`src/rtl/fhr_consts.svh`:
```
/*
  Register offsets, field widths, clamp limits and reset values of the fault history recorder.
  Assumes inclusion by bare name from the package and the design modules.
*/
`ifndef FHR_CONSTS_SVH
`define FHR_CONSTS_SVH

// ----------------------------------------------------------------------------
// History shape
// ----------------------------------------------------------------------------
`define FHR_DEPTH        10
`define FHR_CODE_W       7
`define FHR_HOURS_W      15
`define FHR_MIN_W        12
`define FHR_FREQ_W       16
`define FHR_CURR_W       16
`define FHR_VOLT_W       11
`define FHR_STAT_W       5
`define FHR_MIN_MAX      12'hc80
`define FHR_FREQ_MAX     16'hc350
`define FHR_VOLT_MAX     11'h4b0

// ----------------------------------------------------------------------------
// Register map, byte addresses
// ----------------------------------------------------------------------------
`define FHR_ADDR_W       12
`define FHR_OFF_CTRL     12'h000
`define FHR_OFF_STATUS   12'h004
`define FHR_OFF_IRQ_STS  12'h008
`define FHR_OFF_IRQ_MSK  12'h00c
`define FHR_OFF_COUNT    12'h010
`define FHR_OFF_ID       12'h014
`define FHR_OFF_HIST     12'h100
`define FHR_HIST_STRIDE  12'h010
`define FHR_HIST_END     12'h1a0

// ----------------------------------------------------------------------------
// Reset values and status bits
// ----------------------------------------------------------------------------
`define FHR_CTRL_RST     2'h1
`define FHR_CTRL_EN      0
`define FHR_CTRL_CLR     1
`define FHR_IRQ_NEW      0
`define FHR_IRQ_DUP      1
`define FHR_IRQ_FULL     2
`define FHR_IRQ_W        3
// Identification value; the value is arbitrary.
`define FHR_ID_VALUE     32'h0f4e_0001
`define FHR_RESP_OKAY    2'h0
`define FHR_RESP_SLVERR  2'h2

`endif

```
`src/rtl/fhr_pkg.sv`:
```
/*
  Types shared by the fault history recorder modules.
  Assumes the constants header is on the include path.
*/
`include "fhr_consts.svh"

package fhr_pkg;

  // --------------------------------------------------------------------------
  // One history entry
  // --------------------------------------------------------------------------
  typedef struct packed {
    logic [`FHR_CODE_W-1:0]  code;
    logic [`FHR_HOURS_W-1:0] hours;
    logic [`FHR_MIN_W-1:0]   minutes;
    logic [`FHR_FREQ_W-1:0]  freq;
    logic [`FHR_CURR_W-1:0]  curr;
    logic [`FHR_VOLT_W-1:0]  volts;
    logic [`FHR_STAT_W-1:0]  status;
  } fhr_entry_type;

  typedef enum logic [1:0] {
    FHR_RD_IDLE,
    FHR_RD_RESP
  } fhr_rd_state_type;

endpackage

```
`src/rtl/fhr_top.sv`:
```
/*
  Fault history recorder top: AXI4-Lite slave, capture, history and interrupt.
  Assumes fault events and measurements arrive synchronous to aclk from the drive control logic.
*/
// The register addresses and register access over AXI4-Lite were decided locally.
`timescale 1ns/1ps
`include "fhr_consts.svh"

module fhr_top (
  input  wire logic                      aclk,
  input  wire logic                      aresetn,
  input  wire logic                      fault_valid,
  input  wire logic [`FHR_CODE_W-1:0]    newest_fault_code,
  input  wire logic [`FHR_HOURS_W-1:0]   elapsed_hours_counter,
  input  wire logic [`FHR_MIN_W-1:0]     elapsed_minutes_counter,
  input  wire logic [`FHR_FREQ_W-1:0]    output_frequency_value,
  input  wire logic [`FHR_CURR_W-1:0]    output_current_value,
  input  wire logic [`FHR_VOLT_W-1:0]    dc_bus_voltage_value,
  input  wire logic [`FHR_STAT_W-1:0]    drive_status_word,
  input  wire logic [`FHR_ADDR_W-1:0]    s_axi_awaddr,
  input  wire logic [2:0]                s_axi_awprot,
  input  wire logic                      s_axi_awvalid,
  output logic                           s_axi_awready,
  input  wire logic [31:0]               s_axi_wdata,
  input  wire logic [3:0]                s_axi_wstrb,
  input  wire logic                      s_axi_wvalid,
  output logic                           s_axi_wready,
  output logic [1:0]                     s_axi_bresp,
  output logic                           s_axi_bvalid,
  input  wire logic                      s_axi_bready,
  input  wire logic [`FHR_ADDR_W-1:0]    s_axi_araddr,
  input  wire logic [2:0]                s_axi_arprot,
  input  wire logic                      s_axi_arvalid,
  output logic                           s_axi_arready,
  output logic [31:0]                    s_axi_rdata,
  output logic [1:0]                     s_axi_rresp,
  output logic                           s_axi_rvalid,
  input  wire logic                      s_axi_rready,
  output logic                           irq
);

  // --------------------------------------------------------------------------
  // Declarations
  // --------------------------------------------------------------------------
  logic [1:0]                  ctrl_r;
  logic [`FHR_IRQ_W-1:0]       irq_sts_r;
  logic [`FHR_IRQ_W-1:0]       irq_msk_r;
  logic                        have_r;
  logic                        clear_pls_r;
  logic                        aw_have_r;
  logic                        w_have_r;
  logic [`FHR_ADDR_W-1:0]      aw_addr_r;
  logic [31:0]                 w_data_r;
  logic [3:0]                  w_strb_r;
  logic                        wr_fire;
  logic                        wr_bad;
  logic                        rd_fire;
  logic [31:0]                 rd_word;
  logic                        rd_bad;
  logic [3:0]                  rd_slot;
  logic [1:0]                  rd_field;
  fhr_pkg::fhr_entry_type      snap;
  fhr_pkg::fhr_entry_type      rd_entry;
  fhr_pkg::fhr_entry_type      newest;
  logic [3:0]                  count;
  logic                        rec_pulse;
  logic                        dup_pulse;
  logic [`FHR_IRQ_W-1:0]       irq_set;

  // --------------------------------------------------------------------------
  // Address decode helpers
  // --------------------------------------------------------------------------
  function automatic logic is_hist(input logic [`FHR_ADDR_W-1:0] a);
    return (a >= `FHR_OFF_HIST) && (a < `FHR_HIST_END);
  endfunction

  function automatic logic [3:0] hist_slot(input logic [`FHR_ADDR_W-1:0] a);
    logic [`FHR_ADDR_W-1:0] d;
    d = a - `FHR_OFF_HIST;
    return d[7:4];
  endfunction

  // --------------------------------------------------------------------------
  // Capture and history
  // --------------------------------------------------------------------------
  fhr_capture u_capture (
    .aclk                    (aclk),
    .aresetn                 (aresetn),
    .enable                  (ctrl_r[`FHR_CTRL_EN]),
    .fault_valid             (fault_valid),
    .newest_fault_code       (newest_fault_code),
    .elapsed_hours_counter   (elapsed_hours_counter),
    .elapsed_minutes_counter (elapsed_minutes_counter),
    .output_frequency_value  (output_frequency_value),
    .output_current_value    (output_current_value),
    .dc_bus_voltage_value    (dc_bus_voltage_value),
    .drive_status_word       (drive_status_word),
    .have_entry              (have_r),
    .last_code               (newest.code),
    .snap                    (snap),
    .rec_pulse               (rec_pulse),
    .dup_pulse               (dup_pulse)
  );

  fhr_history u_history (
    .aclk     (aclk),
    .aresetn  (aresetn),
    .push     (rec_pulse),
    .clear    (clear_pls_r),
    .din      (snap),
    .rd_slot  (rd_slot),
    .rd_entry (rd_entry),
    .newest   (newest),
    .count    (count)
  );

  // Tracks whether slot 0 is valid, so a first fault of code 0 is still logged.
  always_ff @(posedge aclk) begin
    if (!aresetn || clear_pls_r) begin
      have_r <= 1'b0;
    end else if (rec_pulse) begin
      have_r <= 1'b1;
    end
  end

  // --------------------------------------------------------------------------
  // AXI4-Lite write channel
  // --------------------------------------------------------------------------
  // Address and data are taken in either order; the response follows both.
  always_ff @(posedge aclk) begin
    if (!aresetn) begin
      aw_have_r <= 1'b0;
      aw_addr_r <= '0;
    end else if (s_axi_awvalid && s_axi_awready) begin
      aw_have_r <= 1'b1;
      aw_addr_r <= s_axi_awaddr;
    end else if (wr_fire) begin
      aw_have_r <= 1'b0;
    end
  end

  always_ff @(posedge aclk) begin
    if (!aresetn) begin
      w_have_r <= 1'b0;
      w_data_r <= '0;
      w_strb_r <= '0;
    end else if (s_axi_wvalid && s_axi_wready) begin
      w_have_r <= 1'b1;
      w_data_r <= s_axi_wdata;
      w_strb_r <= s_axi_wstrb;
    end else if (wr_fire) begin
      w_have_r <= 1'b0;
    end
  end

  always_ff @(posedge aclk) begin
    if (!aresetn) begin
      s_axi_awready <= 1'b0;
      s_axi_wready  <= 1'b0;
    end else begin
      s_axi_awready <= !aw_have_r && !(s_axi_awvalid && s_axi_awready) && !s_axi_bvalid;
      s_axi_wready  <= !w_have_r && !(s_axi_wvalid && s_axi_wready) && !s_axi_bvalid;
    end
  end

  always_comb begin
    wr_fire = aw_have_r && w_have_r && !s_axi_bvalid;
    wr_bad  = !(aw_addr_r == `FHR_OFF_CTRL || aw_addr_r == `FHR_OFF_IRQ_STS ||
                aw_addr_r == `FHR_OFF_IRQ_MSK);
  end

  always_ff @(posedge aclk) begin
    if (!aresetn) begin
      s_axi_bvalid <= 1'b0;
      s_axi_bresp  <= `FHR_RESP_OKAY;
    end else if (wr_fire) begin
      s_axi_bvalid <= 1'b1;
      s_axi_bresp  <= wr_bad ? `FHR_RESP_SLVERR : `FHR_RESP_OKAY;
    end else if (s_axi_bready) begin
      s_axi_bvalid <= 1'b0;
    end
  end

  // --------------------------------------------------------------------------
  // Control register
  // --------------------------------------------------------------------------
  // The clear bit self-clears; it wipes the history one cycle after the write.
  always_ff @(posedge aclk) begin
    if (!aresetn) begin
      ctrl_r      <= `FHR_CTRL_RST;
      clear_pls_r <= 1'b0;
    end else begin
      clear_pls_r <= wr_fire && aw_addr_r == `FHR_OFF_CTRL && w_strb_r[0] && w_data_r[`FHR_CTRL_CLR];
      if (wr_fire && aw_addr_r == `FHR_OFF_CTRL && w_strb_r[0]) begin
        ctrl_r[`FHR_CTRL_EN] <= w_data_r[`FHR_CTRL_EN];
      end
      ctrl_r[`FHR_CTRL_CLR] <= 1'b0;
    end
  end

  // --------------------------------------------------------------------------
  // Interrupt status, mask and output
  // --------------------------------------------------------------------------
  always_comb begin
    irq_set                 = '0;
    irq_set[`FHR_IRQ_NEW]   = rec_pulse;
    irq_set[`FHR_IRQ_DUP]   = dup_pulse;
    irq_set[`FHR_IRQ_FULL]  = rec_pulse && count == 4'(`FHR_DEPTH);
  end

  // A set in the same cycle as a write-one-to-clear wins.
  always_ff @(posedge aclk) begin
    if (!aresetn) begin
      irq_sts_r <= '0;
    end else if (wr_fire && aw_addr_r == `FHR_OFF_IRQ_STS && w_strb_r[0]) begin
      irq_sts_r <= (irq_sts_r & ~w_data_r[`FHR_IRQ_W-1:0]) | irq_set;
    end else begin
      irq_sts_r <= irq_sts_r | irq_set;
    end
  end

  always_ff @(posedge aclk) begin
    if (!aresetn) begin
      irq_msk_r <= '0;
    end else if (wr_fire && aw_addr_r == `FHR_OFF_IRQ_MSK && w_strb_r[0]) begin
      irq_msk_r <= w_data_r[`FHR_IRQ_W-1:0];
    end
  end

  always_ff @(posedge aclk) begin
    if (!aresetn) begin
      irq <= 1'b0;
    end else begin
      irq <= |(irq_sts_r & irq_msk_r);
    end
  end

  // --------------------------------------------------------------------------
  // AXI4-Lite read channel
  // --------------------------------------------------------------------------
  // Each slot takes four words: code and status, hours and minutes, frequency and current, volts.
  always_comb begin
    rd_slot  = hist_slot(s_axi_araddr);
    rd_field = s_axi_araddr[3:2];
    rd_bad   = 1'b0;
    rd_word  = '0;
    if (is_hist(s_axi_araddr)) begin
      unique case (rd_field)
        2'h0: rd_word = {11'h000, rd_entry.status, 9'h000, rd_entry.code};
        2'h1: rd_word = {1'b0, rd_entry.hours, 4'h0, rd_entry.minutes};
        2'h2: rd_word = {rd_entry.curr, rd_entry.freq};
        2'h3: rd_word = {21'h000000, rd_entry.volts};
      endcase
    end else if (s_axi_araddr == `FHR_OFF_CTRL) begin
      rd_word = {30'h00000000, ctrl_r};
    end else if (s_axi_araddr == `FHR_OFF_STATUS) begin
      rd_word = {23'h000000, have_r, count, 4'h0};
    end else if (s_axi_araddr == `FHR_OFF_IRQ_STS) begin
      rd_word = {29'h00000000, irq_sts_r};
    end else if (s_axi_araddr == `FHR_OFF_IRQ_MSK) begin
      rd_word = {29'h00000000, irq_msk_r};
    end else if (s_axi_araddr == `FHR_OFF_COUNT) begin
      rd_word = {28'h0000000, count};
    end else if (s_axi_araddr == `FHR_OFF_ID) begin
      rd_word = `FHR_ID_VALUE;
    end else begin
      rd_bad = 1'b1;
    end
  end

  always_comb begin
    rd_fire = s_axi_arvalid && s_axi_arready;
  end

  always_ff @(posedge aclk) begin
    if (!aresetn) begin
      s_axi_arready <= 1'b0;
    end else begin
      s_axi_arready <= !rd_fire && !s_axi_rvalid;
    end
  end

  always_ff @(posedge aclk) begin
    if (!aresetn) begin
      s_axi_rvalid <= 1'b0;
      s_axi_rdata  <= '0;
      s_axi_rresp  <= `FHR_RESP_OKAY;
    end else if (rd_fire) begin
      s_axi_rvalid <= 1'b1;
      s_axi_rdata  <= rd_word;
      s_axi_rresp  <= rd_bad ? `FHR_RESP_SLVERR : `FHR_RESP_OKAY;
    end else if (s_axi_rready) begin
      s_axi_rvalid <= 1'b0;
    end
  end

  // --------------------------------------------------------------------------
  // Checks
  // --------------------------------------------------------------------------
  // A clear in the same cycle wins over the fault, so those cycles are left out.
  AST_NEW_CODE: assert property (@(posedge aclk) disable iff (!aresetn)
    (rec_pulse && !clear_pls_r) |=> newest.code == $past(newest_fault_code))
    else $error("newest slot does not hold the recorded code");
  AST_DUP_NO_SHIFT: assert property (@(posedge aclk) disable iff (!aresetn)
    (dup_pulse && !clear_pls_r) |=> $stable(count) && $stable(newest))
    else $error("repeated fault changed the history");
  AST_HOURS: assert property (@(posedge aclk) disable iff (!aresetn)
    (rec_pulse && !clear_pls_r) |=> newest.hours == $past(elapsed_hours_counter))
    else $error("hours snapshot wrong");
  AST_MIN_RANGE: assert property (@(posedge aclk) disable iff (!aresetn)
    newest.minutes <= `FHR_MIN_MAX)
    else $error("minutes snapshot out of range");
  AST_FREQ_RANGE: assert property (@(posedge aclk) disable iff (!aresetn)
    (rec_pulse && !clear_pls_r) |=>
    newest.freq <= `FHR_FREQ_MAX && newest.curr == $past(output_current_value))
    else $error("frequency or current snapshot wrong");
  AST_VOLT_STAT: assert property (@(posedge aclk) disable iff (!aresetn)
    (rec_pulse && !clear_pls_r) |=>
    newest.volts <= `FHR_VOLT_MAX && newest.status == $past(drive_status_word))
    else $error("voltage or status snapshot wrong");
  AST_COUNT_STEP: assert property (@(posedge aclk) disable iff (!aresetn)
    (rec_pulse && !clear_pls_r && count < 4'(`FHR_DEPTH)) |=> count == $past(count) + 4'h1)
    else $error("entry count did not advance");
  AST_HIST_WRITE_ERR: assert property (@(posedge aclk) disable iff (!aresetn)
    (wr_fire && is_hist(aw_addr_r)) |=> s_axi_bvalid && s_axi_bresp == `FHR_RESP_SLVERR)
    else $error("write to history slot was accepted");
  AST_IRQ_LEVEL: assert property (@(posedge aclk) disable iff (!aresetn)
    |(irq_sts_r & irq_msk_r) |=> irq)
    else $error("interrupt missing");

  COV_RECORD: cover property (@(posedge aclk) disable iff (!aresetn) rec_pulse);
  COV_DUP:    cover property (@(posedge aclk) disable iff (!aresetn) dup_pulse);
  COV_FULL:   cover property (@(posedge aclk) disable iff (!aresetn) rec_pulse && count == 4'(`FHR_DEPTH));
  COV_IRQ:    cover property (@(posedge aclk) disable iff (!aresetn) irq);

endmodule

```
`src/rtl/fhr_capture.sv`:
```
/*
  Fault event capture: forms a clamped snapshot and decides whether the event is recorded.
  Assumes fault and measurement inputs come from logic on the same clock.
*/
`timescale 1ns/1ps
`include "fhr_consts.svh"

module fhr_capture (
  input  wire logic                      aclk,
  input  wire logic                      aresetn,
  input  wire logic                      enable,
  input  wire logic                      fault_valid,
  input  wire logic [`FHR_CODE_W-1:0]    newest_fault_code,
  input  wire logic [`FHR_HOURS_W-1:0]   elapsed_hours_counter,
  input  wire logic [`FHR_MIN_W-1:0]     elapsed_minutes_counter,
  input  wire logic [`FHR_FREQ_W-1:0]    output_frequency_value,
  input  wire logic [`FHR_CURR_W-1:0]    output_current_value,
  input  wire logic [`FHR_VOLT_W-1:0]    dc_bus_voltage_value,
  input  wire logic [`FHR_STAT_W-1:0]    drive_status_word,
  input  wire logic                      have_entry,
  input  wire logic [`FHR_CODE_W-1:0]    last_code,
  output fhr_pkg::fhr_entry_type         snap,
  output logic                           rec_pulse,
  output logic                           dup_pulse
);

  // Snapshot is formed combinationally so that it reflects the cycle of the fault.
  always_comb begin
    snap.code    = newest_fault_code;
    snap.hours   = elapsed_hours_counter;
    snap.minutes = (elapsed_minutes_counter > `FHR_MIN_MAX) ? `FHR_MIN_MAX
                   : elapsed_minutes_counter;
    snap.freq    = (output_frequency_value > `FHR_FREQ_MAX) ? `FHR_FREQ_MAX
                   : output_frequency_value;
    snap.curr    = output_current_value;
    snap.volts   = (dc_bus_voltage_value > `FHR_VOLT_MAX) ? `FHR_VOLT_MAX
                   : dc_bus_voltage_value;
    snap.status  = drive_status_word;
  end

  // A fault equal to the newest entry is a repeat and is not logged again.
  always_comb begin
    dup_pulse = enable && fault_valid && have_entry && (newest_fault_code == last_code);
    rec_pulse = enable && fault_valid && !dup_pulse;
  end

endmodule

```
`src/rtl/fhr_history.sv`:
```
/*
  Ten-deep shift history of fault entries, slot 0 newest.
  Assumes push and clear come from logic on the same clock.
*/
`timescale 1ns/1ps
`include "fhr_consts.svh"

module fhr_history (
  input  wire logic                       aclk,
  input  wire logic                       aresetn,
  input  wire logic                       push,
  input  wire logic                       clear,
  input  fhr_pkg::fhr_entry_type          din,
  input  wire logic [3:0]                 rd_slot,
  output fhr_pkg::fhr_entry_type          rd_entry,
  output fhr_pkg::fhr_entry_type          newest,
  output logic [3:0]                      count
);

  fhr_pkg::fhr_entry_type mem_r [`FHR_DEPTH];
  logic [3:0]             count_r;

  // All fields move together; the entry in the last slot falls off.
  always_ff @(posedge aclk) begin
    if (!aresetn || clear) begin
      for (int i = 0; i < `FHR_DEPTH; i++) begin
        mem_r[i] <= '0;
      end
    end else if (push) begin
      mem_r[0] <= din;
      for (int i = 1; i < `FHR_DEPTH; i++) begin
        mem_r[i] <= mem_r[i-1];
      end
    end
  end

  always_ff @(posedge aclk) begin
    if (!aresetn || clear) begin
      count_r <= 4'h0;
    end else if (push && count_r != 4'(`FHR_DEPTH)) begin
      count_r <= count_r + 4'h1;
    end
  end

  always_comb begin
    rd_entry = (rd_slot < 4'(`FHR_DEPTH)) ? mem_r[rd_slot] : '0;
    newest   = mem_r[0];
    count    = count_r;
  end

endmodule

```
`config.mk`:
```
export PLATFORM = sky130hd
export DESIGN_NAME = fhr_top
export DESIGN_NICKNAME = d
export VERILOG_FILES = /design/src/rtl/fhr_pkg.sv /design/src/rtl/fhr_top.sv /design/src/rtl/fhr_capture.sv /design/src/rtl/fhr_history.sv
export VERILOG_INCLUDE_DIRS = /design/src /design/src/rtl
export SDC_FILE = /design/constraint.sdc
export NUM_CORES = 1
export LEC_CHECK = 0
export ABC_CLOCK_PERIOD_IN_PS = 28100
export BUFFER_PORTS_ARGS = -buffer_cell sky130_fd_sc_hd__buf_2
export CORE_UTILIZATION = 59
export DETAILED_ROUTE_END_ITERATION = 6
export PLACE_DENSITY = 0.77
export SLEW_MARGIN = 20
export SYNTH_ARGS = -nofsm -noshare
export SYNTH_HDL_FRONTEND = slang
export SYNTH_SLANG_ARGS = --single-unit
export TNS_END_PERCENT = 20
```
`constraint.sdc`:
```
create_clock -name aclk -period 28.1 [get_ports aclk]
set_input_delay 2.81 -clock aclk [delete_from_list [all_inputs] [get_ports aclk]]
set_output_delay 2.81 -clock aclk [all_outputs]
set_load 0.01 [all_outputs]
```
## Word-level counts from Yosys, hierarchy flattened

Memories as Yosys holds them, arrays and structs flattened.
Cells that the tools add are included.

- Bits in latches: 0
- Bits in read-only memories: 0
- Output and inout bits: 42
- RAM bits: 820
- Bits of input ports: 156
- Memories: 1
- Bits in registers: 74

Memories:

| name | depth | bits a word | read ports | clocked after Yosys merged registers in | wr ports | line | source |
|---|---|---|---|---|---|---|---|
| u_history.mem_r | 10 | 82 | 10 | 0 | 10 | fhr_history.sv:20 | `` fhr_pkg::fhr_entry_type mem_r [`FHR_DEPTH]; `` |

- Equality and inequality tests: 13
- Bitwise logic cells: 15
- Magnitude comparators: 6
- Multiply operators: 0
- Div/mod/pow operators: 0
- Add/sub/neg operators: 2
- Multiplexer cells: 44
- Shift operators: 0
- Reductions and logical operators: 44

Operators with widths:

| cell | number |
|---|---|
| $mux 82 | 11 |
| $mux 28 | 6 |
| $pmux 32 s4 | 1 |
| $eq 12x4->1 const B | 4 |
| $mux 32 | 1 |
| $eq 12x5->1 const B | 2 |
| $logic_and 1x1->1 | 24 |
| $logic_not 12->1 | 2 |
| $mux 1 | 19 |
| $gt 16x16->1 const B | 1 |
| $mux 16 | 1 |
| $eq 12x3->1 const B | 1 |
| $ge 12x9->1 const B | 1 |
| $gt 12x12->1 const B | 1 |
| $lt 12x9->1 const B | 1 |
| $mux 12 | 1 |
| $gt 11x11->1 const B | 1 |
| $mux 11 | 1 |
| $or 1x1->1 | 10 |
| $logic_not 1->1 | 9 |
| $reduce_bool 2->1 | 4 |
| $sub 8x1->8 const B | 1 |
| $eq 7x7->1 | 1 |
| $and 3x3->3 | 2 |
| 13 further kinds | 18 |

## Depth between registers and ports, before layout

- Depth in word-level cells: 9
- Gate-level depth with buffers: 11
- Depth with buffers taken out: 5

## Hierarchy

From an unflattened synthesis, not the netlist that was laid out.

- Cells, all modules: 3006
- Area, all modules: 41472.3 µm²

Modules (own cells, without submodules):

| module | seq. area each (µm²) | instances | area each (µm²) | cells an instance |
|---|---|---|---|---|
| fhr_history | 24703.7 | 1 | 37434.7 | 2514 |
| fhr_top | 1341.3 | 1 | 3233.1 | 376 |
| fhr_capture | 0.0 | 1 | 804.5 | 116 |

## Worst setup path before layout

OpenSTA, ideal clock, no wires.

- Path type: input -> register
- From: input port aresetn
- To: memory u_history.mem_r[0][0] (netlist bit), enable pin
- Stages on the path: 6
- Arrival: 17095 ps
- Data required time: 22423 ps
- Path slack: 5328 ps
- Cell sequence: clkbuf_1 > inv_1 > nor2_1 > clkbuf_1 > clkbuf_1 > nand2_1

RTL lines:

| what | line | source |
|---|---|---|
| start: declaration | fhr_top.sv:11 | `input wire logic aresetn,` |
| end: declaration | fhr_history.sv:20 |  |

==> results.sh <==
export IMPL_drc=0
export IMPL_clock_skew_ns=0.0175
export IMPL_hp_class="register to register"
export IMPL_grt_pass1_vias=24700
export IMPL_ys_async_sr_fraction_pct=0
export IMPL_place_ws_ns=20.82
export IMPL_power_density_nw_per_um2=67.9
export IMPL_criticalPathCategory="input pin to register"
export IMPL_endpoint_kind="register"
export IMPL_seq_area_sq_um=26000
export IMPL_syn_area_sq_um=40400
export IMPL_drive_gt1_share_pct=18.0
export IMPL_yosysTopAreaCellShare_pct=60.9
export IMPL_antenna_found_initial=2
export IMPL_drv_cap=0
export IMPL_maxSlewViolCount=0
export IMPL_rsz0062_at_grt="false"
export IMPL_arrival_ns=7.07
export IMPL_dr_pass1_iters=6
export IMPL_clkTransAtPathRegs_ns=0.06
export IMPL_grt_total_usage_pct=27.4
export IMPL_worstMarginPinSlew_ns=1.22
export IMPL_status="finished clean"
export IMPL_fin_ws_ns=21.28
export IMPL_synth_compound_area_share_pct=4.52
export IMPL_synth_top_family_by_area="simple AND/OR/NAND/NOR gates"
export IMPL_fin_crit_ns=6.82
export IMPL_grt_overflow=0
export IMPL_synth_edf_count=820
export IMPL_placed_area_sq_um=41400
export IMPL_design_die_area_sq_um=69600
export IMPL_fillers=4545
export IMPL_yosys_area_share_simple_pct=15.4
export IMPL_finalCritPeriodShare_pct=24.3
export IMPL_yosys_warnings=0
export IMPL_multi_input_area_sq_um=13100
export IMPL_tns_ns=0
export IMPL_dr_first_iter_drc_count=3238
export IMPL_design_area_sq_um=44500
export IMPL_cts_made_buffers=91
export IMPL_critPathLaunchType="input pin"
export IMPL_synth_fa_ha_area_share_pct=0.0619
export IMPL_clock_latency_ns=0.64
export IMPL_grt_max_degree=367
export IMPL_diodes=0
export IMPL_cts_tree="done"
export IMPL_synth_xor_area_share_pct=0.152
export IMPL_clockBufferDepth=3
export IMPL_placed_cells_incl_taps=3589
export IMPL_finalHoldViolations=0
export IMPL_synth_ff_type="edfxtp_1"
export IMPL_r2r_slack_ns=23.12
export IMPL_dp_hpwl_um=56200
export IMPL_start_util_pct=59.9
export IMPL_rows=95
export IMPL_setup_viol=0
export IMPL_final_cells=3760
export IMPL_layout_commonest_cell="edfxtp_1"
export IMPL_critPathRequiredTime_ns=28.36
export IMPL_synth_seq_cells=891
export IMPL_peakVddDrop_mv=0.0538
export IMPL_synth_largest_area_cell="edfxtp_1"
export IMPL_root_buffer="clkbuf_16"
export IMPL_clock_sinks=891
export IMPL_port_buffers=157
export IMPL_post_cts_resize_count=0
export IMPL_synth_area_per_cell_sq_um=14.4
export IMPL_final_nets=2969
export IMPL_synthTopCellsByArea="edfxtp_1, and3_1, mux4_2, dfxtp_1, mux2i_1"
export IMPL_via_per_inst=6.75
export IMPL_layout_common_cells="edfxtp_1, and3_1, buf_2, mux4_2, nand2_1"
export IMPL_area_delta_synth_final_pct=10.0
export IMPL_vias=25400
export IMPL_max_stage_delay_ns=0.93
export IMPL_routed_wl_um=96400
export IMPL_worst_path_max_fanout=194
export IMPL_critPathSlowestCell="buf_4"
export IMPL_placeableCoreArea_sq_um=67500
export IMPL_ys_seq_area_share_pct=64.4
export IMPL_die_width_um=264
export IMPL_muxShareOfSynthArea_pct=12.2
export IMPL_htree_levels=3
export IMPL_crit_top_cell="buf_4"
export IMPL_ant_nets=0
export IMPL_ys_types=73
export IMPL_post_cts_setup_buffers=0
export IMPL_power_leakage_nw=19.4
export IMPL_die_y_um=264
export IMPL_grt_pass1_wl_um=147000
export IMPL_finalWeightedCongestion=0.856
export IMPL_crit_chain="buf_2 > and2_1 > nand3_1 > o31ai_1 > buf_4 > nand2_4 > buf_12 > buf_4 > buf_4"
export IMPL_finalPower_w=0.00302
export IMPL_cts_hold_buf=0
export IMPL_routedWlPerCell_um=25.6
export IMPL_max_freq_ghz=0.147
export IMPL_io_pins=198
export IMPL_slew_headroom_pct=18.8
export IMPL_synthCells=2799
-- cells in the mapped netlist, types with 14 or more instances --
master / number
edfxtp_1: 820
o22ai_1: 30
buf_4: 17
and3_1: 788
nor2_1: 31
dfxtp_1: 71
mux2_2: 38
o21ai_0: 49
and2_1: 28
clkbuf_1: 213
nor3_1: 14
buf_2: 22
buf_6: 14
mux4_2: 145
a21oi_1: 66
nand3_1: 15
mux2i_1: 96
nand2_1: 102
-- power breakdown --
group / total (W) / switching, W / internal [W] / leakage (nW)
sequential: 0.00157 / 0.0000407 / 0.00153 / 9.69
clock: 0.00123 / 0.000509 / 0.000717 / 1.47
combinational: 0.000223 / 0.000137 / 0.0000860 / 8.21
total: 0.00302 / 0.000686 / 0.00233 / 19.4
-- sequential cells by signal, summed over array words and instances (netlist names), 3 cells and up --
register	flops
irq_msk_r	3
w_data_r	3
u_history.mem_r	820
irq_sts_r	3
u_history.count	4
s_axi_rdata	32
aw_addr_r	12
-- stage by stage --
stage	utilization, %	hold slack (ns)
floorplan	-	0.436
global placement	61.3	0.435
detailed placement	61.3	0.448
CTS	65.8	0.458
global route	65.9	0.480
finish	65.9	0.458
-- kinds of logic (layout without fill, tap and decap cells) --
kind of cell,Yosys count,count (layout)
xor+xnor,7,7
flops,891,891
other cells,1,2
mux,289,289
buf+inv,287,374
compound gates,275,275
fa+ha+maj,2,2
simple gates,1047,1047
-- path summary, 6_finish.rpt --
path	from	endpoint	cells after the start
max reg2reg	u_history.mem_r[0][78]	u_history.mem_r[4][29]	8
min	aw_addr_r[10]	aw_addr_r[10]	2
max	fault_valid	u_history.mem_r[4][29]	9
min reg2reg	aw_addr_r[10]	aw_addr_r[10]	2
-- critical path: cells and delay by family --
kind / cells / cell delay, ns
AO/OA/AOI/OAI: 1 / 0.11
buffers and inverters: 5 / 2.76
AND/OR/NAND/NOR: 3 / 0.92
-- layer usage --
layer / global-route usage (%) / up-vias / wire, um
li1: - / 11100 / -
met1: 39.2 / 12900 / 39100
met2: 41.8 / 1234 / 45100
met3: 5.70 / 190 / 8640
met4: 10.0 / 2 / 3540
met5: 0 / - / 13
-- cell type report --
cell class | instances | share of cell area [%]
sequential | 891 | 58.6
multi-input combinational | 1622 | 29.5
clock buffer | 117 | 5.50
timing repair buffer | 193 | 2.65
tap | 873 | 2.46
clock inverter | 52 | 1.24
inverter | 12 | 0.101
Power figures use the tool's default switching activity.
